[src/i2c_ctrl_regs.svh]
// register offsets, field positions, reset values and timing counts
// assumes a 100 MHz system clock and a 32-bit classic wishbone slave port
`ifndef I2C_CTRL_REGS_SVH
`define I2C_CTRL_REGS_SVH

// byte addresses of the register words
`define CTRL_ADDR      4'h0
`define STAT_ADDR      4'h4
`define FMT_ADDR       4'h8

// control register fields
`define CTRL_ENABLE    7
`define CTRL_IEN       6
`define CTRL_MST       5
`define CTRL_TRS       4
`define CTRL_ACK_CHECK_ENABLE      3
`define CTRL_BUS_BUSY_FLAG      2
`define CTRL_INTERRUPT_REQUEST_FLAG      1
`define CTRL_PROHIBIT  0
`define CTRL_RESET     8'h01

// status register fields
`define STAT_RXACK     0
`define STAT_TREQ      1
`define STAT_TXEMPTY   2
`define STAT_RXFULL    3

// format switch register field
`define FMT_SWITCH     0

// timing
`define CLK_MHZ        100
`define T_COND_NS      5000
`define COND_CYC       ((`T_COND_NS * `CLK_MHZ + 999) / 1000)

`endif

[src/i2c_ctrl_pkg.sv]
// shared types of the two-wire control block
// assumes the constants header is included by the design files
package i2c_ctrl_pkg;

  // start or stop generation sequence
  typedef enum logic [1:0] {
    COND_IDLE = 2'b00,
    COND_PREP = 2'b01,
    COND_EDGE = 2'b10
  } cond_state_e;

  typedef logic [7:0] reg_byte_t;

endpackage

[src/bus_line_monitor.sv]
// line monitor: synchronises clock and data lines, finds start and stop
// assumes the lines arrive asynchronously from the bus pins
`timescale 1ns/1ps
module bus_line_monitor (
  // clock and reset
  input  wire logic clk_i,
  input  wire logic rst_i,
  // raw line levels
  input  wire logic scl_i,
  input  wire logic sda_i,
  // synchronised clock level and events
  output logic      scl_o,
  output logic      start_o,
  output logic      stop_o
);

  logic [1:0] scl_sync;
  logic [1:0] sda_sync;
  logic       sda_prev;
  logic       scl_prev;

  // two-stage synchronisers
  always_ff @(posedge clk_i) begin
    if (rst_i) begin
      scl_sync <= 2'h3;
      sda_sync <= 2'h3;
    end else begin
      scl_sync <= {scl_sync[0], scl_i};
      sda_sync <= {sda_sync[0], sda_i};
    end
  end

  // edge history of the synchronised lines
  always_ff @(posedge clk_i) begin
    if (rst_i) begin
      sda_prev <= 1'b1;
      scl_prev <= 1'b1;
    end else begin
      sda_prev <= sda_sync[1];
      scl_prev <= scl_sync[1];
    end
  end

  assign scl_o = scl_prev;

  // condition events
  always_ff @(posedge clk_i) begin
    if (rst_i) begin
      start_o <= 1'b0;
      stop_o  <= 1'b0;
    end else begin
      start_o <= sda_prev & ~sda_sync[1] & scl_prev & scl_sync[1];
      stop_o  <= ~sda_prev & sda_sync[1] & scl_prev & scl_sync[1];
    end
  end

endmodule // bus_line_monitor

[src/i2c_control_flags.sv]
// control and flag logic of the two-wire bus interface, wishbone slave
// assumes the shift engine and transfer controller run on clk_i
`timescale 1ns/1ps
`include "i2c_ctrl_regs.svh"
module i2c_control_flags #(
  parameter int COND_HOLD_CYCLES = `COND_CYC
) (
  // clock and reset
  input  wire logic        clk_i,
  input  wire logic        rst_i,
  // wishbone slave
  input  wire logic        wb_cyc_i,
  input  wire logic        wb_stb_i,
  input  wire logic        wb_we_i,
  input  wire logic [3:0]  wb_adr_i,
  input  wire logic [3:0]  wb_sel_i,
  input  wire logic [31:0] wb_dat_i,
  output logic      [31:0] wb_dat_o,
  output logic             wb_ack_o,
  // bus pins
  input  wire logic        scl_i,
  output logic             scl_o,
  output logic             scl_oe_n_o,
  input  wire logic        sda_i,
  output logic             sda_o,
  output logic             sda_oe_n_o,
  // shift engine events
  input  wire logic        xfer_active_i,
  input  wire logic        xfer_done_i,
  input  wire logic        ack_bit_i,
  input  wire logic        arb_lost_i,
  input  wire logic        addr_match_i,
  input  wire logic        first_frame_i,
  input  wire logic        rw_bit_i,
  // transfer controller
  output logic             tctl_start_o,
  input  wire logic        tctl_done_i,
  input  wire logic        tctl_access_i,
  // mode and interrupt
  output logic             master_o,
  output logic             transmit_o,
  output logic             irq_o
);
  import i2c_ctrl_pkg::*;

  generate
    if (COND_HOLD_CYCLES < 1 || COND_HOLD_CYCLES > 65535) begin : g_bad
      $error("COND_HOLD_CYCLES out of range");
    end
  endgenerate

  localparam logic [15:0] HOLD = 16'(COND_HOLD_CYCLES);

  logic        enable;
  logic        ien;
  logic        master_select;
  logic        transmit_select;
  logic        ack_check_enable;
  logic        bus_busy_flag;
  logic        interrupt_request_flag;
  logic        transfer_request_flag;
  logic        transmit_empty_flag;
  logic        receive_full_flag;
  logic        received_ack_flag;
  logic        format_switch_bit;
  logic        fmt_prev;
  logic        trs_lock;
  logic        trs_seen;
  logic        trs_pend;
  logic        trs_pend_val;
  logic        interrupt_request_flag_seen;
  logic        scl_sync;
  logic        start_det;
  logic        stop_det;
  logic        cond_stop;
  logic [15:0] cond_cnt;
  cond_state_e cond_state;

  // bus access decode
  logic wr_fire;
  logic rd_fire;
  logic ctrl_wr;
  logic ctrl_rd;
  logic fmt_wr;
  reg_byte_t wbyte;

  function automatic logic hit(input logic [3:0] adr, input logic [3:0] base);
    return adr == base;
  endfunction

  assign wr_fire = wb_cyc_i & wb_stb_i & wb_ack_o & wb_we_i & wb_sel_i[0];
  assign rd_fire = wb_cyc_i & wb_stb_i & wb_ack_o & ~wb_we_i;
  assign ctrl_wr = wr_fire & hit(wb_adr_i, `CTRL_ADDR);
  assign ctrl_rd = rd_fire & hit(wb_adr_i, `CTRL_ADDR);
  assign fmt_wr  = wr_fire & hit(wb_adr_i, `FMT_ADDR);
  assign wbyte   = wb_dat_i[7:0];

  // engine events
  logic hw_force_rx;
  logic hw_force_tx;
  logic tx_end;
  logic nack_end;
  logic fmt_fall;
  logic trs_wr_ok;

  assign fmt_fall    = fmt_prev & ~format_switch_bit;
  assign hw_force_rx = (arb_lost_i & master_select) | fmt_fall;
  assign hw_force_tx = first_frame_i & ~master_select & rw_bit_i;
  assign tx_end      = xfer_done_i & transmit_select;
  assign nack_end    = tx_end & ack_check_enable & ack_bit_i;
  assign trs_wr_ok   = ~trs_lock | trs_seen;

  bus_line_monitor u_mon (
    .clk_i   (clk_i),
    .rst_i   (rst_i),
    .scl_i   (scl_i),
    .sda_i   (sda_i),
    .scl_o   (scl_sync),
    .start_o (start_det),
    .stop_o  (stop_det)
  );

  // wishbone answer, one cycle after the request
  always_ff @(posedge clk_i) begin
    if (rst_i) begin
      wb_ack_o <= 1'b0;
      wb_dat_o <= 32'h0;
    end else begin
      wb_ack_o <= wb_cyc_i & wb_stb_i & ~wb_ack_o;
      wb_dat_o <= 32'h0;
      if (wb_cyc_i & wb_stb_i & ~wb_ack_o & ~wb_we_i) begin
        if (hit(wb_adr_i, `CTRL_ADDR)) begin
          wb_dat_o[7:0] <= {enable, ien, master_select, transmit_select,
                            ack_check_enable, bus_busy_flag,
                            interrupt_request_flag, 1'b1};
        end else if (hit(wb_adr_i, `STAT_ADDR)) begin
          wb_dat_o[3:0] <= {receive_full_flag, transmit_empty_flag,
                            transfer_request_flag, received_ack_flag};
        end else if (hit(wb_adr_i, `FMT_ADDR)) begin
          wb_dat_o[0] <= format_switch_bit;
        end
      end
    end
  end

  // plain control bits and format switch
  always_ff @(posedge clk_i) begin
    if (rst_i) begin
      enable            <= 1'b0;
      ien               <= 1'b0;
      ack_check_enable  <= 1'b0;
      format_switch_bit <= 1'b0;
      fmt_prev          <= 1'b0;
    end else begin
      fmt_prev <= format_switch_bit;
      if (ctrl_wr) begin
        enable           <= wbyte[`CTRL_ENABLE];
        ien              <= wbyte[`CTRL_IEN];
        ack_check_enable <= wbyte[`CTRL_ACK_CHECK_ENABLE];
      end
      if (fmt_wr) begin
        format_switch_bit <= wbyte[`FMT_SWITCH];
      end
    end
  end

  // master select, cleared on arbitration loss
  always_ff @(posedge clk_i) begin
    if (rst_i) begin
      master_select <= 1'b0;
    end else if (arb_lost_i & master_select) begin
      master_select <= 1'b0;
    end else if (ctrl_wr) begin
      master_select <= wbyte[`CTRL_MST];
    end
  end

  // transmit select with hardware overrides and deferral
  always_ff @(posedge clk_i) begin
    if (rst_i) begin
      transmit_select <= 1'b0;
      trs_pend        <= 1'b0;
      trs_pend_val    <= 1'b0;
    end else if (hw_force_rx) begin
      transmit_select <= 1'b0;
      trs_pend        <= 1'b0;
    end else if (hw_force_tx) begin
      transmit_select <= 1'b1;
      trs_pend        <= 1'b0;
    end else if (ctrl_wr & (trs_wr_ok | wbyte[`CTRL_TRS] == transmit_select)) begin
      if (xfer_active_i & ~xfer_done_i) begin
        trs_pend     <= 1'b1;
        trs_pend_val <= wbyte[`CTRL_TRS];
      end else begin
        transmit_select <= wbyte[`CTRL_TRS];
        trs_pend        <= 1'b0;
      end
    end else if (trs_pend & xfer_done_i) begin
      transmit_select <= trs_pend_val;
      trs_pend        <= 1'b0;
    end
  end

  // read-before-write lock on transmit select
  always_ff @(posedge clk_i) begin
    if (rst_i) begin
      trs_lock <= 1'b0;
      trs_seen <= 1'b0;
    end else if (hw_force_rx | hw_force_tx) begin
      trs_lock <= 1'b1;
      trs_seen <= 1'b0;
    end else if (ctrl_wr & trs_wr_ok) begin
      trs_lock <= 1'b0;
      trs_seen <= 1'b0;
    end else if (ctrl_rd & trs_lock & wb_dat_o[`CTRL_TRS] == transmit_select) begin
      // read of the forced value unlocks
      trs_seen <= 1'b1;
    end
  end

  // bus busy from line conditions
  always_ff @(posedge clk_i) begin
    if (rst_i) begin
      bus_busy_flag <= 1'b0;
    end else if (start_det) begin
      bus_busy_flag <= 1'b1;
    end else if (stop_det) begin
      bus_busy_flag <= 1'b0;
    end
  end

  // start and stop generation
  always_ff @(posedge clk_i) begin
    if (rst_i | ~enable) begin
      cond_state <= COND_IDLE;
      cond_stop  <= 1'b0;
      cond_cnt   <= 16'h0;
      scl_oe_n_o <= 1'b1;
      sda_oe_n_o <= 1'b1;
    end else begin
      case (cond_state)
        COND_IDLE: begin
          // request only in master mode, prohibit zero
          if (ctrl_wr & master_select & ~wbyte[`CTRL_PROHIBIT]) begin
            cond_stop  <= ~wbyte[`CTRL_BUS_BUSY_FLAG];
            sda_oe_n_o <= wbyte[`CTRL_BUS_BUSY_FLAG];
            scl_oe_n_o <= 1'b1;
            cond_cnt   <= HOLD;
            cond_state <= COND_PREP;
          end
        end
        COND_PREP: begin
          if (cond_cnt != 16'h0) begin
            cond_cnt <= cond_cnt - 16'h1;
          end else if (scl_sync) begin
            sda_oe_n_o <= cond_stop;
            cond_cnt   <= HOLD;
            cond_state <= COND_EDGE;
          end
        end
        COND_EDGE: begin
          if (cond_cnt != 16'h0) begin
            cond_cnt <= cond_cnt - 16'h1;
          end else begin
            scl_oe_n_o <= cond_stop;
            cond_state <= COND_IDLE;
          end
        end
        default: begin
          cond_state <= COND_IDLE;
        end
      endcase
    end
  end

  // received ack flag
  always_ff @(posedge clk_i) begin
    if (rst_i | ~ack_check_enable) begin
      received_ack_flag <= 1'b0;
    end else if (tx_end) begin
      received_ack_flag <= ack_bit_i;
    end
  end

  // transfer flags
  always_ff @(posedge clk_i) begin
    if (rst_i) begin
      transmit_empty_flag   <= 1'b0;
      receive_full_flag     <= 1'b0;
      transfer_request_flag <= 1'b0;
    end else begin
      if (tx_end & ~nack_end) begin
        transmit_empty_flag   <= 1'b1;
        transfer_request_flag <= 1'b1;
      end else if (xfer_done_i & ~transmit_select) begin
        receive_full_flag     <= 1'b1;
        transfer_request_flag <= 1'b1;
      end else if (tctl_done_i) begin
        transmit_empty_flag   <= 1'b0;
        receive_full_flag     <= 1'b0;
        transfer_request_flag <= 1'b0;
      end else if (tctl_access_i) begin
        transmit_empty_flag   <= 1'b0;
        receive_full_flag     <= 1'b0;
      end
    end
  end

  // interrupt request flag, set wins over clear
  logic interrupt_request_flag_set;
  assign interrupt_request_flag_set = xfer_done_i | stop_det |
                    (addr_match_i & ~master_select & ~transmit_select) |
                    (arb_lost_i & master_select & transmit_select);

  always_ff @(posedge clk_i) begin
    if (rst_i) begin
      interrupt_request_flag <= 1'b0;
      interrupt_request_flag_seen              <= 1'b0;
    end else if (interrupt_request_flag_set) begin
      interrupt_request_flag <= 1'b1;
    end else if (ctrl_wr & ~wbyte[`CTRL_INTERRUPT_REQUEST_FLAG] & interrupt_request_flag_seen) begin
      interrupt_request_flag <= 1'b0;
      interrupt_request_flag_seen              <= 1'b0;
    end else if (tctl_done_i | (tctl_access_i & transfer_request_flag)) begin
      interrupt_request_flag <= 1'b0;
      interrupt_request_flag_seen              <= 1'b0;
    end else if (ctrl_rd & wb_dat_o[`CTRL_INTERRUPT_REQUEST_FLAG]) begin
      interrupt_request_flag_seen <= 1'b1;
    end
  end

  // registered outputs
  always_ff @(posedge clk_i) begin
    if (rst_i) begin
      irq_o      <= 1'b0;
      master_o   <= 1'b0;
      transmit_o <= 1'b0;
      scl_o      <= 1'b0;
      sda_o      <= 1'b0;
    end else begin
      irq_o      <= interrupt_request_flag & ien;
      master_o   <= master_select;
      transmit_o <= transmit_select;
      scl_o      <= 1'b0;
      sda_o      <= 1'b0;
    end
  end

  assign tctl_start_o = transfer_request_flag;
endmodule // i2c_control_flags

[config.mk]
export PLATFORM = sky130hd
export DESIGN_NAME = i2c_control_flags
export DESIGN_NICKNAME = d
export VERILOG_FILES = /design/src/i2c_ctrl_pkg.sv /design/src/bus_line_monitor.sv /design/src/i2c_control_flags.sv
export VERILOG_INCLUDE_DIRS = /design/src
export SDC_FILE = /design/constraint.sdc
export NUM_CORES = 1
export LEC_CHECK = 0
export ABC_AREA = 1
export BUFFER_PORTS_ARGS = -buffer_cell sky130_fd_sc_hd__buf_2
export CAP_MARGIN = 5
export CORE_UTILIZATION = 51
export CTS_CLUSTER_SIZE = 14
export DETAILED_ROUTE_END_ITERATION = 7
export PLACE_DENSITY = 0.85
export SLEW_MARGIN = 10
export SYNTH_ARGS = -nofsm -noshare
export SYNTH_HDL_FRONTEND = slang
export SYNTH_SLANG_ARGS = --single-unit
[constraint.sdc]
create_clock -name clk_i -period 2 [get_ports clk_i]
set_input_delay 0.1 -clock clk_i [delete_from_list [all_inputs] [get_ports clk_i]]
set_output_delay 0.1 -clock clk_i [all_outputs]
set_load 0.03 [all_outputs]
---- Word level (Yosys, flattened, before mapping) ----
Index checks and enable logic that the tools add are counted.
cells by class
  add/sub/neg operators ................... 1
  eq/ne operators ......................... 14
  mux-type cells .......................... 46
  bitwise gates (word level) .............. 72
  reductions and logical operators ........ 31
operator list
  kind                   count
  $mux 16                4
  $pmux 16 s3            1
  $and 1x1->1            41
  $mux 1                 32
  $not 1->1              21
  $reduce_bool 3->1      7
  $reduce_and 4->1       4
  $reduce_bool 16->1     1
  $sub 16x1->16 const B  1
  $ne 2x2->1 const B     5
  $or 1x1->1             10
  $reduce_and 2->1       5
  $reduce_bool 2->1      5
  $reduce_or 3->1        3
  $mux 2                 4
  $pmux 2 s3             1
  $reduce_or 2->1        3
  $eq 4x3->1 const B     1
  $eq 4x4->1 const B     1
  $logic_not 4->1        1
  $mux 4                 1
  $pmux 1 s2             2
  $mux 3                 1
  $ne 3x2->1 const B     1
  7 further kinds        8
word-level totals
  register bits ........................... 83
  input bits .............................. 56
  output and inout port bits .............. 41
  logic and storage cells ................. 200

---- Longest topological paths before layout ----
  depth after elaboration ................. 9
  gate-level depth with buffers ........... 12
  gate-level depth less buffers ........... 11

---- By module ----
From an unflattened synthesis, not the netlist that was laid out.
second synthesis, totals
  cells, all modules ...................... 438
  area total of the unflattened synthesis .. 3,075.4 µm²
by module, submodules not included
  module             times used  cells an instance  area each (µm²)  seq. area each (µm²)
  i2c_control_flags  1           416                2,847.7          1,021.0
  bus_line_monitor   1           22                 227.7            160.2

---- Least setup slack after synthesis ----
Ideal clock, no wire load.
  kind .................................... register to register
  from .................................... register wb_ack_o
  to ...................................... register cond_cnt[7]
  setup time .............................. 0.117 ns
  data arrival time ....................... 1.522 ns
  data required time ...................... 1.883 ns
  slack ................................... 0.361 ns
  cell stages (with the launch flop) ...... 11
  path buffers ............................ 1
  period minus slack after synthesis ...... 1.639 ns
  path through ............................ dfxtp_1 > nand3_1 > nor2_4 > nand3_2 > nand2_2 > nand2_1 > nor2_2 > buf_6 > nand2_2 > a21oi_1 > nor2_1
between the ends
  word-level cells in the longest chain between the ends .. 8
ends and longest elaborated chain
  what                               line                      source
  start, declared                    i2c_control_flags.sv:19   output logic wb_ack_o,
  start signal, assigned             i2c_control_flags.sv:129  wb_ack_o <= wb_cyc_i & wb_stb_i & ~wb_ack_o;
  $and 1x1->1 (3 in series)          i2c_control_flags.sv:91   assign wr_fire = wb_cyc_i & wb_stb_i & wb_ack_o & wb_we_i & wb_sel_i[0];
  $and 1x1->1                        i2c_control_flags.sv:93   assign ctrl_wr = wr_fire & hit(wb_adr_i, `CTRL_ADDR);
  $and 1x1->1 (2 in series)          i2c_control_flags.sv:244  if (ctrl_wr & master_select & ~wbyte[`CTRL_PROHIBIT]) begin
  $ne 2x2->1 (no source line)        n/a
  $reduce_and 4->1 (no source line)  n/a
  end signal, assigned               i2c_control_flags.sv:254  cond_cnt <= cond_cnt - 16'h1;
  end signal, assigned               i2c_control_flags.sv:263  cond_cnt <= cond_cnt - 16'h1;
  end, declared                      i2c_control_flags.sv:76   logic [15:0] cond_cnt;
No other way between the ends.
A chain may end at the register's enable or synchronous reset.

---- Final worst setup path ----
  from .................................... register cond_state[0]
  to ...................................... register cond_cnt[13]
between the ends
  word-level cells in the longest chain between the ends .. 3
  elaborated cells between the ends (all ways) .. 9
  classes of those cells .................. 5 x eq/ne; 1 x mux; 3 x reduce/logical
ends and longest elaborated chain
  what                                                 line                      source
  start, declared                                      i2c_control_flags.sv:77   cond_state_e cond_state;
  start signal, assigned                               i2c_control_flags.sv:235  cond_state <= COND_IDLE;
  start signal, assigned                               i2c_control_flags.sv:249  cond_state <= COND_PREP;
  start signal, assigned                               i2c_control_flags.sv:258  cond_state <= COND_EDGE;
  $eq 2x1->1 (tied with other cells)                   i2c_control_flags.sv:241  case (cond_state)
  $ne 3x2->1 (no source line) (tied with other cells)  n/a
  $reduce_and 4->1 (no source line)                    n/a
Several ways; a longest one is shown, not always the timed one.

==> reports/qor.txt <==
post-route ant nets = 0
crit end category = flop
Max clock buf depth = 2
worst setup path class = reg2reg
Worst EP required = 2200 ps
DIE AREA = 6139 sq um
Overall Global Routing Usage = 22.73%
grt met1 use = 26.88%
worst hold margin = 33.19 ps
Synth top area share = 39.73%
cell taking the most area after synthesis = dfxtp_1
Die W = 78.35 um
met2 Use GR = 38.42%
Syn Area/Cell = 6.962 sq um
maximum clock frequency = 0.5514 GHz
Synth area leaders = dfxtp_1, nand2_1, nor2_1, buf_4, a21oi_1
CTS tree = done
Clk Latency, worst-skew pair = 330 ps
Final Cell Area = 3441 sq um
final core utilization = 61.73%
VDD IR max = 0.4469 mV
clock sink total = 59
Ys Warns = 0
ys async rst share = 0%
top_reg_cell synth = dfxtp_1
cells on worst reg2reg path = 8
worst min-delay path class = in2reg
vias per cell = 4.883
H-tree level count = 3
Setup crit start = cond_state[0]
setup bufs post-CTS = 0
Worst setup SP type = flop
max incr delay on CP = 410 ps
core footprint = 5574 sq um
area of placed instances = 3176 sq um
Final Hold Fails = 0
vias in the first global route = 2511
R2R Path Start = cond_state[0]
GRT overflow = 0
Fillers = 482
via count = 2720
drt total wl = 6529 um
Most Used Layer, Global Route = met2
Hold Startpoint = wb_stb_i
Lkg Pwr = 1.616 nW
Critical Path AT = 2020 ps
Synth cell types = 31
max-slew violations = 0
fraction of final layout cells with drive strength greater than 1 = 16.91%
largest net degree at the start of global routing = 16
Worst Skew = 11.56 ps
crit share post-route = 90.68%
CTS root buf = clkbuf_8
synthesized area = 2973 sq um
EDFF count, synth = 0
Final HPWL DP = 4770 um
register area share after synthesis = 39.73%
setup TNS = 0 ps
unrepaired setup endpoints after global routing = no
cell mode on critical path = a21oi_1
Cell Rows = 27
Starting DRT DRC Count = 163
# DRC = 0
GR Util met3 = 4.767%
Max Cap Viol = 0
# nets final = 542
initial antenna violation count = 0
Boundary Pins = 97
First-pass DRT Iterations = 5
final setup vio count = 0
crit-path cells = inv_1 > ha_1 > a21oi_1 > nand3b_1 > nand3_1 > buf_4 > nand2_1 > a21oi_1
hold path depth = 3
number of CTS-inserted buffers = 9
gpl congestion = 0.8775
first-pass GRT wire length = 10900 um
top-count cell post-synth = nand2_1
status = completed
Crit-path slowest cell = dfxtp_1
WL per Instance = 11.72 um
Total Power = 0.002671 W
CP max FO = 7
Area Growth Syn to Fin = 15.74%
Tmin final = 1814 ps
diode count = 0
DIE HEIGHT = 78.35 um
Port Buffers = 43
Starting Density = 53.33%
Power Density = 776.1 nW/um^2
#FFs+latches synth = 59
Syn Inst Count = 427
Worst-path clk slew = 70 ps
synth cell count leaders = nand2_1, nor2_1, dfxtp_1, inv_1, a21oi_1
## kinds of logic after synthesis
family          after synthesis  share of synthesized area [%]
compound gates               60                          10.44
xor+xnor                     13                          3.830
fa+ha+maj                     5                          2.104
buf+inv                      76                          13.43
flops                        59                          39.73
other cells                   1                         0.1261
simple gates                213                          30.34
## sequential cells by signal, indices dropped and copies added, names as in the netlist, 2 cells and up
register        cells
cond_cnt           16
cond_state          2
u_mon.scl_sync      2
u_mon.sda_sync      2
wb_dat_o            8
## worst paths after layout
check,to,slack [ps]
setup / recovery,cond_cnt[13],190
hold / removal,wb_ack_o,30
setup reg to reg,cond_cnt[13],190
hold reg to reg,u_mon.scl_sync[1],410
## cells in the final DEF, fill, tap and decap left out, drive strengths merged, types with 10 or more instances in the layout
| cell | n |
|---|---|
| xnor2 | 10 |
| a21oi | 32 |
| buf | 49 |
| clkbuf | 10 |
| inv | 41 |
| conb | 26 |
| nand3 | 29 |
| nor2 | 80 |
| dfxtp | 59 |
| o21ai | 25 |
| nand2 | 91 |
## power by group
group          internal, W  switching [W]  leakage, nW
Clock             0.000819       0.000461        0.112
Combinational    0.0000500       0.000138         1.03
Sequential         0.00119      0.0000103        0.478
Total              0.00206       0.000609         1.62
## metrics by stage
step           setup WS, ps  instances
2_1_floorplan         361.3        452
3_3_place_gp          258.2        539
3_5_place_dp          188.8        539
4_1_cts               111.4        557
5_1_grt               1.078        557
6_report              186.4        557
## layer usage
metal	routed length [um]	vias up	share of wire [%]
met3	325	15	5.0
met5	0	-	0
met1	2958	1219	45
met4	123	0	1.9
met2	3120	85	48
li1	-	1401	-
## final cells by class
class | instances | area (sq um) | area share, %
Clock inverter | 5 | 102.6 | 2.982
Multi-Input combinational cell | 317 | 1491 | 43.35
Timing Repair Buffer | 52 | 290.3 | 8.436
Tap cell | 72 | 90.09 | 2.618
Sequential cell | 59 | 1181 | 34.33
Inverter | 42 | 157.7 | 4.582
Clock buffer | 10 | 127.6 | 3.709
## critical path, delay by kind of cell (launching register included)
family	cells	cell delay [ps]
AND/OR/NAND/NOR	3	430
flip-flops	1	410
buffers and inverters	2	340
AO/OA/AOI/OAI	2	260
adder cells (fa/ha/maj)	1	240
## what timing repair did
action / CTS / global route
endpoints found under the setup margin: 0 / 8
hold buffers: 3 / 0
resized for setup: 0 / 1
hold endpoints to repair: 3 / 0
Note: power is estimated with default switching activity, not from simulation.
